### src/include/config_prom_regs.svh
// Constants for the configuration memory pin-control block
// Function
// Loading mode: data driver on only while chip select and output enable are low; code takes OE as active at the reset_polarity level.
// Loading mode: chip select high stops counters and enters low power.
// Programming mode: chip select does not enable or disable the two-wire bus.
// Polarity-capable variants: chip select low in programming targets the main array.
// Chip select high in programming deselects array; write sets reset polarity.
// Cascade output goes low the cycle after the last bit is read.
// Cascade low while both enables low, then follows chip select until OE high.
// After output enable rises, cascade stays high until memory is read again.
// System drives the device-select strap to a defined level in programming.
// Programming: respond only when address select bit equals the strap.
// Ready output held low during power-up reset, released afterwards.
// Serial-enable high selects loading mode, low selects programming mode.
// Two write-protect inputs together select which blocks reject writes.
// Loading mode: counter reset level clears address and bit counters.
// Protected block addressed: each data byte is acknowledged but not stored.
`ifndef CONFIG_PROM_REGS_SVH
`define CONFIG_PROM_REGS_SVH

`define ADDR_W          17
`define BIT_W           3
`define LAST_ADDR       17'h1ffff
`define SEL_BIT_POS     2
`define POR_NS          1000
`define CLK_NS          10
`define POR_CYCLES      ((`POR_NS + `CLK_NS - 1) / `CLK_NS)
`define RST_POL_RESET   1'b0

`endif

### src/include/config_prom_pkg.sv
// Types for the configuration memory pin-control block
package config_prom_pkg;
  typedef enum logic [2:0] {
    CASC_IDLE = 3'b001,
    CASC_DONE = 3'b010,
    CASC_HOLD = 3'b100
  } casc_state_t;
endpackage

### src/hdl/protect_decode.sv
// Block write-protect decode from the two protect inputs
`timescale 1ns/1ps
`include "config_prom_regs.svh"
module protect_decode (
  input  wire logic [1:0]         protect_pins,
  input  wire logic [`ADDR_W-1:0] addr,
  output logic                    blocked
);
  // Both inputs pick how many top quarters reject writes
  always_comb begin
    unique case (protect_pins)
      2'b00:   blocked = 1'b0;
      2'b01:   blocked = (addr[`ADDR_W-1:`ADDR_W-2] == 2'b11);
      2'b10:   blocked = addr[`ADDR_W-1];
      2'b11:   blocked = 1'b1;
    endcase
  end
endmodule // protect_decode

### src/hdl/config_prom_pin_control.sv
// Pin-level control of a serial configuration memory
`timescale 1ns/1ps
`include "config_prom_regs.svh"
module config_prom_pin_control (
  input  wire logic               clk,
  input  wire logic               reset_n,
  input  wire logic               program_mode_select_n,
  input  wire logic               chip_select_n,
  input  wire logic               reset_oe,
  input  wire logic               block_protect_a,
  input  wire logic               block_protect_b,
  input  wire logic               device_select_strap,
  input  wire logic               addr_select_bit,
  input  wire logic               addr_valid,
  input  wire logic               prog_write,
  input  wire logic [`ADDR_W-1:0] prog_addr,
  input  wire logic               has_polarity_ctrl,
  output logic                    data_oe,
  output logic                    low_power,
  output logic [`ADDR_W-1:0]      read_addr,
  output logic [`BIT_W-1:0]       bit_index,
  output logic                    cascade_enable_out_n,
  output logic                    ready_o,
  output logic                    ready_oe,
  output logic                    device_selected,
  output logic                    array_select,
  output logic                    array_write,
  output logic                    write_ack,
  output logic                    reset_polarity
);
  logic                    rst_s1_r;
  logic                    rst_n_r;
  logic [15:0]             por_cnt_r;
  logic                    por_done_r;
  logic                    load_mode;
  logic                    oe_active;
  logic                    ctr_clear;
  logic [`ADDR_W-1:0]      addr_r;
  logic [`BIT_W-1:0]       bit_r;
  logic                    last_bit;
  logic                    sel_r;
  logic                    blocked;
  logic                    pol_r;
  config_prom_pkg::casc_state_t casc_r;
  config_prom_pkg::casc_state_t casc_nxt;

  // Reset release through two flip-flops
  always_ff @(posedge clk or negedge reset_n) begin
    if (!reset_n) begin
      rst_s1_r <= 1'b0;
      rst_n_r  <= 1'b0;
    end else begin
      rst_s1_r <= 1'b1;
      rst_n_r  <= rst_s1_r;
    end
  end

  // Power-up reset timer
  always_ff @(posedge clk or negedge rst_n_r) begin
    if (!rst_n_r) begin
      por_cnt_r  <= 16'h0000;
      por_done_r <= 1'b0;
    end else if (!por_done_r) begin
      por_cnt_r  <= por_cnt_r + 16'h0001;
      por_done_r <= (por_cnt_r == 16'(`POR_CYCLES - 1));
    end
  end

  // Open-drain ready: driven low until power-up reset clears
  assign ready_o  = 1'b0;
  assign ready_oe = !por_done_r;

  // Mode selection and reset/OE polarity
  assign load_mode = program_mode_select_n;
  assign oe_active = (reset_oe ^ pol_r) == 1'b0;
  assign ctr_clear = load_mode && !oe_active;
  assign data_oe   = load_mode && !chip_select_n && oe_active && por_done_r;
  assign low_power = load_mode && chip_select_n;
  assign last_bit  = (addr_r == `LAST_ADDR) && (bit_r == {`BIT_W{1'b1}});

  // Address and bit counters for loading
  always_ff @(posedge clk or negedge rst_n_r) begin
    if (!rst_n_r) begin
      addr_r <= '0;
      bit_r  <= '0;
    end else if (ctr_clear) begin
      addr_r <= '0;
      bit_r  <= '0;
    end else if (load_mode && !chip_select_n && por_done_r) begin
      bit_r <= bit_r + 1'b1;
      if (bit_r == {`BIT_W{1'b1}})
        addr_r <= (addr_r == `LAST_ADDR) ? '0 : addr_r + 1'b1;
    end
  end
  assign read_addr = addr_r;
  assign bit_index = bit_r;

  // Cascade enable state
  always_comb begin
    casc_nxt = casc_r;
    unique case (casc_r)
      config_prom_pkg::CASC_IDLE:
        if (load_mode && !chip_select_n && last_bit && !ctr_clear)
          casc_nxt = config_prom_pkg::CASC_DONE;
      config_prom_pkg::CASC_DONE:
        if (!oe_active)
          casc_nxt = config_prom_pkg::CASC_HOLD;
      config_prom_pkg::CASC_HOLD:
        if (load_mode && !chip_select_n && last_bit && !ctr_clear)
          casc_nxt = config_prom_pkg::CASC_DONE;
      default: casc_nxt = config_prom_pkg::CASC_IDLE;
    endcase
    if (!load_mode)
      casc_nxt = config_prom_pkg::CASC_IDLE;
  end

  always_ff @(posedge clk or negedge rst_n_r) begin
    if (!rst_n_r) casc_r <= config_prom_pkg::CASC_IDLE;
    else          casc_r <= casc_nxt;
  end

  // Low on entering done; follows chip select while done; high otherwise
  always_ff @(posedge clk or negedge rst_n_r) begin
    if (!rst_n_r)
      cascade_enable_out_n <= 1'b1;
    else if (casc_nxt == config_prom_pkg::CASC_DONE)
      cascade_enable_out_n <= (casc_r == config_prom_pkg::CASC_DONE) ?
                              chip_select_n : 1'b0;
    else
      cascade_enable_out_n <= 1'b1;
  end

  // Strap match on the received device address
  always_ff @(posedge clk or negedge rst_n_r) begin
    if (!rst_n_r)
      sel_r <= 1'b0;
    else if (load_mode)
      sel_r <= 1'b0;
    else if (addr_valid)
      sel_r <= (addr_select_bit == device_select_strap);
  end
  assign device_selected = sel_r;

  protect_decode u_protect (
    .protect_pins ({block_protect_b, block_protect_a}),
    .addr         (prog_addr),
    .blocked      (blocked)
  );

  // Array target and polarity writes in programming
  assign array_select = sel_r && !load_mode &&
                        (!has_polarity_ctrl || !chip_select_n);
  assign array_write  = array_select && prog_write && !blocked;
  assign write_ack    = sel_r && !load_mode && prog_write;

  always_ff @(posedge clk or negedge rst_n_r) begin
    if (!rst_n_r)
      pol_r <= `RST_POL_RESET;
    else if (sel_r && !load_mode && has_polarity_ctrl && chip_select_n && prog_write)
      pol_r <= !pol_r;
  end
  assign reset_polarity = pol_r;
endmodule // config_prom_pin_control

### config.mk
export PLATFORM = sky130hd
export DESIGN_NAME = config_prom_pin_control
export DESIGN_NICKNAME = d
export VERILOG_FILES = /design/src/include/config_prom_pkg.sv /design/src/hdl/protect_decode.sv /design/src/hdl/config_prom_pin_control.sv
export VERILOG_INCLUDE_DIRS = /design/src /design/src/include
export SDC_FILE = /design/constraint.sdc
export NUM_CORES = 1
export LEC_CHECK = 0
export ABC_CLOCK_PERIOD_IN_PS = 1500
export BUFFER_PORTS_ARGS = -buffer_cell sky130_fd_sc_hd__buf_2
export CORE_MARGIN = 3
export CORE_UTILIZATION = 53
export CTS_CLUSTER_SIZE = 40
export DETAILED_ROUTE_END_ITERATION = 8
export PLACE_DENSITY = 0.8
export SLEW_MARGIN = 20
export SYNTH_ARGS = -nofsm -noshare
export SYNTH_HDL_FRONTEND = slang
export SYNTH_SLANG_ARGS = --single-unit
### constraint.sdc
create_clock -name clk -period 1.5 [get_ports clk]
set_input_delay 0.225 -clock clk [delete_from_list [all_inputs] [get_ports clk]]
set_output_delay 0.225 -clock clk [all_outputs]
set_load 0.03 [all_outputs]
Word-level counts from Yosys, hierarchy flattened. Index checks and enable logic that the tools add are counted.

Bits in registers: 45. Latch bits: 0. Memory bits (writable): 0. Bits in read-only memories: 0. Output and inout bits: 30. Logic and storage cells: 74. Memories kept: 0.

Add/sub/neg operators: 3. Multipliers: 0. Div/mod/pow operators: 0. Magnitude comparators: 0. Equal/unequal tests: 12. Shifts and indexed selects: 0. Muxes and demuxes: 16. Bitwise gates (word level): 2. Reductions and logical operators: 31.

Operators with widths (count): two-way mux 17 bit (4); adder 17 x 1 -> 17 bit (second input constant) (1); == test 17 bit (second input constant) (1); logical AND 1 bit (17); adder 16 x 1 -> 16 bit (second input constant) (1); == test 16 x 7 -> 1 bit (second input constant) (1); two-way mux 3 bit (5); logical NOT 1 bit (7); == test 2 bit (second input constant) (3); == test 3 x 2 -> 1 bit (second input constant) (2); == test 3 bit (second input constant) (2); case mux 3 bit (2 select lines) (1); nonzero test 2 bit (3); two-way mux 1 bit (5); case mux 1 bit (4 select lines) (1); adder 3 x 1 -> 3 bit (second input constant) (1); == test 3 x 1 -> 1 bit (second input constant) (1); == test 2 x 1 -> 1 bit (second input constant) (1); logical NOT 2 bit (1); AND reduction 2 bit (1); OR reduction 2 bit (1); == test 1 bit (1); logical OR 1 bit (1); NOT 1 bit (1); XOR 1 bit (1).

Depth between registers and ports, before layout. Gate-level depths: netlist of the first run.

Depth in word-level cells: 9. Mapped depth: 9. Depth with buffers taken out: 9.

Modules after synthesis. Synthesis of the first run repeated with hierarchy kept, for this count alone.

Cells, all modules: 233. Area, all modules: 2363.5 µm².

Modules (own cells, without submodules): config_prom_pin_control (times used 1, cells an instance 230, area an instance 2349.8 µm², seq. area each 1128.6 µm²); protect_decode (times used 1, cells an instance 3, area an instance 13.8 µm², seq. area each 0.0 µm²).

Worst setup path before layout of the first run. No wires, ideal clock.

Kind: flip-flop to flip-flop. Start point: register addr_r[0] (netlist: read_addr[0]). End point: register addr_r[10] (netlist: read_addr[10]). Library setup time: 120 ps. Arrival time: 2564 ps. Data required time: 1380 ps. Setup slack: -1184 ps. Stages on the path, launching flop included: 10. Period minus slack after synthesis: 2684 ps. Cell sequence: dfrtp_1 > ha_1 > nand2_1 > nor3_1 > and4_1 > ha_1 > nand4b_1 > a21boi_1 > nor2_1 > a31o_2.

Word-level cells in the longest chain between the ends: 5. Elaborated cells between the ends (all ways): 6. Classes of those cells: add/sub (1); eq/ne (1); mux (4).

Ends and longest elaborated chain: start: declaration (RTL line config_prom_pin_control.sv:38) `` logic [`ADDR_W-1:0] addr_r; ``; start signal: assignment (RTL line config_prom_pin_control.sv:92) `` addr_r <= (addr_r == `LAST_ADDR) ? '0 : addr_r + 1'b1; ``; adder 17 x 1 -> 17 bit / == test 17 bit (equally long branches); two-way mux 17 bit * (RTL line config_prom_pin_control.sv:92); two-way mux 17 bit * (RTL line config_prom_pin_control.sv:91) `` if (bit_r == {`BIT_W{1'b1}}) ``; two-way mux 17 bit * (RTL line config_prom_pin_control.sv:89) `end else if (load_mode && !chip_select_n && por_done_r) begin`; two-way mux 17 bit * (RTL line config_prom_pin_control.sv:86) `end else if (ctr_clear) begin`.

Every way passes the cells marked *; elsewhere a longest branch is shown, timed or not. The select of a mux whose other input is x is not followed. A chain may end at the register's enable or synchronous reset.

Final worst setup path of the first run.
Start point: register addr_r[0] (netlist: read_addr[0]). End point: register addr_r[15] (netlist: read_addr[15]).

Same word-level chain as after synthesis.

==> reports/qor.csv, run 1 <==
metric;value;unit
CTS Buf Count;5;
WL final;6540;µm
asr flop ratio synth;1.00;
dpl hpwl;4450;µm
Avg WL per Cell;17.3;µm
mux cell area share after synthesis;0.0188;
Synth cell types;50;
starting density of the core;0.565;
Pwr Density;812;nW/µm²
Final Instance Count excl. Fillers;378;
combinational share of power;0.236;
RSZ-0062 raised after global routing;true;
via/cell ratio;6.03;
1st-iter DRT viols;229;
Final Hold Vio Count;0;
most frequent cells in the layout;buf_4, buf_2, dfrtp_1, xnor2_1, nor2_1;
critical path's slowest cell;dfrtp_2;
Synth Area in Compound Gates;0.145;
largest net degree at the start of global routing;19;
post-layout min period;1.95;ns
pins over their slew limit;0;
status;finished with violations;
path type of the worst setup path;flip-flop to flip-flop;
first-pass GRT wire length;10900;µm
clk sinks;45;
period utilisation layout;1.30;
Total Routing Usage GR;0.275;
synthesized area per cell;10.5;µm²
WP data required;1.73;ns
largest family of logic cells by synthesized area;simple AND/OR/NAND/NOR gates;
row cnt;23;
vias in the first global route;2296;
GRT overflow;0;
sequential area share after synthesis;0.485;
clock latency on the worst-skew pair;0.30;ns
failing checks;setup timing;
CTS H-Tree Depth;2;
Least-Margin Pin Slew;0.617;ns
worst hold path class;input pin to flip-flop;
Area Overhead vs Synth;45.5;%
skew final;0.00547;ns
Vias;2281;
die area;5220;µm²
TritonCTS clock tree;yes;
Nets;361;
clk root buf;clkbuf_8;
worst path cell trace;ha_4, nand2_4, nor3_4, and4_1, ha_4, buf_4, buf_6, a21oi_4, a21bo_2, a31oi_1;
DR DRC count;0;
crit path DAT;2.17;ns
max-cap violation count;0;
Sw Pwr;788;µW
clock buffer depth;2;
commonest non-fill, non-tap cell in the layout;buf_4;
ys flop type;dfrtp_1;
CTS clk-pin slew, worst paths;0.08;ns
Tot Pwr;2.75;mW
Synth Warn #;0;
crit-path max FO;6;
Max stage delay on crit path;0.43;ns
Clock power frac;0.303;
Internal Power;1.96;mW
drt first pass iters;4;
GPL Wtd Cong;0.870;
fin worst setup slack;-0.446;ns
Static Leak;1.67;nW
layout cells sized above 1;0.485;
XOR/XNOR Fraction of Synth Area;0.0936;
Die Y;72.2;µm
Critical Path Sink Type;flip-flop;
Synth Net Count;256;
core area;4120;µm²
initial antenna violation count;0;
Synth Area in Simple Gates;0.204;
setup slack, reg-to-reg;-0.45;ns
die width;72.2;µm
Synth Instances;222;
Place WS;-0.504;ns
#FFs+latches synth;45;
Post-synth EDFFs;0;
ANT cells;0;
CP startpoint kind;flip-flop;
Slew HR;0.588;
sequential share of power;0.461;
IO Count;59;
Mapped Area;2330;µm²
# placed instances;359;
Final ANT Viol Nets;0;
Sw Ratio;0.287;
Buffers on Ports;42;
Post-Synth Adder-Cell Area;0.0269;
most used cell, CP;ha_4;
# setup viols final;22;
Fin Hold WS;0.191;ns
peak supply drop;0.000754;V
FMAX;514;MHz
worst max-delay path: cells and delay by family (launching register included):
kind / cells / cell delay (ns)
AO/OA/AOI/OAI: 3 / 0.56
flip-flops: 1 / 0.43
adder cells (fa/ha/maj): 2 / 0.36
AND/OR/NAND/NOR: 3 / 0.27
buffers and inverters: 2 / 0.25
worst paths after layout:
| kind | endpoint | cells after the start | startpoint |
|---|---|---|---|
| hold reg to reg | por_cnt_r[2]$_DFFE_PN0N_ | 0 | rst_n_r$_DFF_PN0_ |
| hold / removal | device_selected$_DFFE_PN0P_ | 3 | addr_valid |
| setup / recovery | read_addr[15]$_DFFE_PN0P_ | 10 | read_addr[0]$_DFFE_PN0P_ |
| min in group asynchronous | por_cnt_r[2]$_DFFE_PN0N_ | 0 | rst_n_r$_DFF_PN0_ |
| setup reg to reg | read_addr[15]$_DFFE_PN0P_ | 10 | read_addr[0]$_DFFE_PN0P_ |
| max in group asynchronous | read_addr[1]$_DFFE_PN0P_ | 1 | rst_n_r$_DFF_PN0_ |
cells by family (layout without fill, tap and decap cells):
group,after synthesis,count (layout)
xor+xnor,24,24
buf+inv,11,117
compound gates,48,48
simple gates,83,83
fa+ha+maj,5,5
flops,45,45
mux,4,4
other cells,2,2
per-layer routing:
metal | up-vias | routed length (µm) | track usage
li1 | 1040 | - | -
met1 | 1116 | 2670 | 0.340
met2 | 106 | 3210 | 0.459
met3 | 19 | 495 | 0.0734
met4 | 0 | 166 | 0.111
met5 | - | 0 | 0
sequential cells by signal, summed over array words and instances (netlist names):
signal	count
read_addr	17
por_cnt_r	16
bit_index	3
casc_r	3
cascade_enable_out_n	1
device_selected	1
por_done_r	1
reset_polarity	1
rst_n_r	1
rst_s1_r	1
what timing repair did:
action | in CTS | in global routing
pin swaps | 11 | 14
gates resized for setup | 16 | 13
hold endpoints to repair | 2 | 0
setup endpoints to repair | 25 | 30
buffers inserted | 5 | 5
hold buffers | 1 | 0
power groups by stage:
stage                     clock network, mW  registers [mW]  logic (mW)
final                                 0.833            1.27       0.648
after global routing                  0.881            1.27       0.684
after CTS                             0.840            1.27       0.617
after detailed placement                  0            1.28       0.518
after global placement                    0            1.28       0.502
after floorplan                           0            1.32       0.235
Yosys cell counts (all sizes together) (2+ instances only):
cell	n	area, µm²
dfrtp	43	1080
xnor2	18	165
nor2	17	63.8
nand2	12	45.0
nand3	12	60.1
a31oi	9	56.3
nand4	9	56.3
a21oi	7	35.0
o21ai	7	35.0
inv	6	22.5
xor2	6	52.6
a22o	5	43.8
and3	5	31.3
ha	5	62.6
a211oi	4	30.0
nor3	4	20.0
a21bo	3	30.0
and4	3	26.3
buf	3	23.8
mux2	3	33.8
nor4	3	18.8
o31ai	3	22.5
a21boi	2	15.0
a41oi	2	17.5
and2	2	12.5
clkbuf	2	7.51
conb	2	7.51
dfstp	2	52.6
nand3b	2	27.5
nand4b	2	17.5
nor2b	2	12.5
nor3b	2	15.0
o41ai	2	17.5
or3	2	12.5
cell type report:
class                      instances  area, µm²
inverter                           6       26.3
clock inverter                     1       5.00
fill                             240        732
tap                               50       62.6
sequential                        45       1150
clock buffer                       7       96.3
multi-input combinational        166       1330
timing repair buffer             103        722
per-stage QoR:
| stage | area (µm²) | setup TNS [ns] | util |
|---|---|---|---|
| final | 3380 | -7.47 | 0.822 |
| after floorplan | 2430 | -10.50 | - |
| after detailed placement | 3070 | -7.62 | 0.745 |
| after global placement | 3070 | -6.59 | 0.745 |
| after global routing | 3380 | -9.97 | 0.822 |
| after CTS | 3300 | -6.48 | 0.801 |
No activity file was read; power rests on OpenSTA's default activity.
==> inputs of run 2 (changes only) <==
--- a/config.mk
+++ b/config.mk
@@ -13,6 +13,7 @@
 export CTS_CLUSTER_SIZE = 40
 export DETAILED_ROUTE_END_ITERATION = 8
 export PLACE_DENSITY = 0.8
+export SKIP_CTS_REPAIR_TIMING = 1
 export SLEW_MARGIN = 20
 export SYNTH_ARGS = -nofsm -noshare
 export SYNTH_HDL_FRONTEND = slang
==> reports/qor.csv, run 2 (synthesized netlist as in run 1, its figures left out) <==
metric;value;unit
FMAX;512;MHz
clk sinks;45;
die area;5220;µm²
1st-iter DRT viols;183;
worst path cell trace;nand4_1, nor3_4, and4_1, ha_4, nand4b_1, a21boi_2, a211oi_1, a31o_2;
vias in the first global route;2197;
clock buffer depth;2;
clock latency on the worst-skew pair;0.30;ns
peak supply drop;0.000796;V
first-pass GRT wire length;10100;µm
layout cells sized above 1;0.480;
failing checks;setup timing;
status;finished with violations;
RSZ-0062 raised after global routing;true;
DR DRC count;0;
CTS clk-pin slew, worst paths;0.09;ns
Clock power frac;0.308;
starting density of the core;0.565;
dpl hpwl;4450;µm
clk root buf;clkbuf_8;
Critical Path Sink Type;flip-flop;
GPL Wtd Cong;0.870;
crit-path max FO;5;
Final ANT Viol Nets;0;
Area Overhead vs Synth;42.7;%
WL final;6270;µm
worst hold path class;flip-flop to asynchronous set/reset pin;
max reg flops;17;
TritonCTS clock tree;yes;
pins over their slew limit;0;
Static Leak;1.62;nW
Nets;356;
fin worst setup slack;-0.455;ns
Buffers on Ports;42;
crit path DAT;2.15;ns
die width;72.2;µm
Buf/Inv on CP;0;
Place WS;-0.504;ns
WP data required;1.70;ns
drt first pass iters;4;
largest net degree at the start of global routing;19;
IO Count;59;
Pwr Density;811;nW/µm²
Die Y;72.2;µm
Internal Power;1.92;mW
GRT overflow;0;
Sw Pwr;771;µW
Avg WL per Cell;16.8;µm
# placed instances;359;
Vias;2215;
via/cell ratio;5.94;
CP top delay family;simple AND/OR/NAND/NOR gates;
Final Hold Vio Count;0;
post-layout min period;1.95;ns
Max stage delay on crit path;0.37;ns
initial antenna violation count;0;
# setup viols final;22;
commonest non-fill, non-tap cell in the layout;buf_4;
Total Routing Usage GR;0.251;
most frequent cells in the layout;buf_4, buf_2, dfrtp_1, xnor2_1;
Least-Margin Pin Slew;0.637;ns
CTS H-Tree Depth;2;
critical path's slowest cell;dfrtp_2;
row cnt;23;
Final Instance Count excl. Fillers;373;
CTS Buf Count;5;
combinational share of power;0.221;
path type of the worst setup path;flip-flop to flip-flop;
ANT cells;0;
skew final;0.00845;ns
Slew HR;0.574;
period utilisation layout;1.30;
CP startpoint kind;flip-flop;
core area;4120;µm²
max-cap violation count;0;
Sw Ratio;0.286;
sequential share of power;0.471;
setup slack, reg-to-reg;-0.45;ns
## run 2: power by group through the flow
stage          Sequential, mW  Clock, mW  Combinational, mW
5_1_grt                  1.27      0.880              0.634
3_3_place_gp             1.28          0              0.502
6_report                 1.27      0.829              0.596
4_1_cts                  1.26      0.840              0.521
3_5_place_dp             1.28          0              0.518
2_1_floorplan            1.32          0              0.235
## run 2: layer usage
layer	wire length [µm]	global-route usage	vias to the layer above
met5	0	0	-
met4	89	0.0939	0
met3	467	0.0679	10
met2	3140	0.408	102
met1	2570	0.322	1069
li1	-	-	1034
## run 2: metrics by stage
step / hold slack, ns / power (mW) / instance area, µm² / util / TNS (ns)
after floorplan: -0.0706 / 1.55 / 2430 / - / -10.50
after global placement: 0.00986 / 1.78 / 3070 / 0.745 / -6.59
after detailed placement: 0.0132 / 1.80 / 3070 / 0.745 / -7.62
after CTS: -0.311 / 2.62 / 3170 / 0.770 / -8.36
after global routing: 0.224 / 2.79 / 3320 / 0.806 / -10.35
final: 0.193 / 2.69 / 3320 / 0.806 / -7.71
## run 2: worst paths after layout
check	depth (start not counted)	startpoint	to
worst min-delay path	0	rst_n_r$_DFF_PN0_	por_cnt_r[2]$_DFFE_PN0N_
worst max register to register	8	read_addr[6]$_DFFE_PN0P_	read_addr[10]$_DFFE_PN0P_
min in group clk	3	addr_valid	device_selected$_DFFE_PN0P_
worst max-delay path	8	read_addr[6]$_DFFE_PN0P_	read_addr[10]$_DFFE_PN0P_
worst min register to register	0	rst_n_r$_DFF_PN0_	por_cnt_r[2]$_DFFE_PN0N_
max in group asynchronous	1	rst_n_r$_DFF_PN0_	read_addr[1]$_DFFE_PN0P_
## run 2: worst register-to-register path: cells and delay by family (launching register included)
| kind | cells | cell delay [ns] |
|---|---|---|
| AO/OA/AOI/OAI | 3 | 0.51 |
| AND/OR/NAND/NOR | 4 | 0.79 |
| adder cells (fa/ha/maj) | 1 | 0.18 |
| flip-flops | 1 | 0.37 |
## run 2: cell type report
cell class | instances | area (µm²)
clock buffer | 7 | 96.3
clock inverter | 1 | 5.00
fill | 248 | 797
inverter | 6 | 22.5
multi-input combinational | 166 | 1330
sequential | 45 | 1150
tap | 50 | 62.6
timing repair buffer | 98 | 661
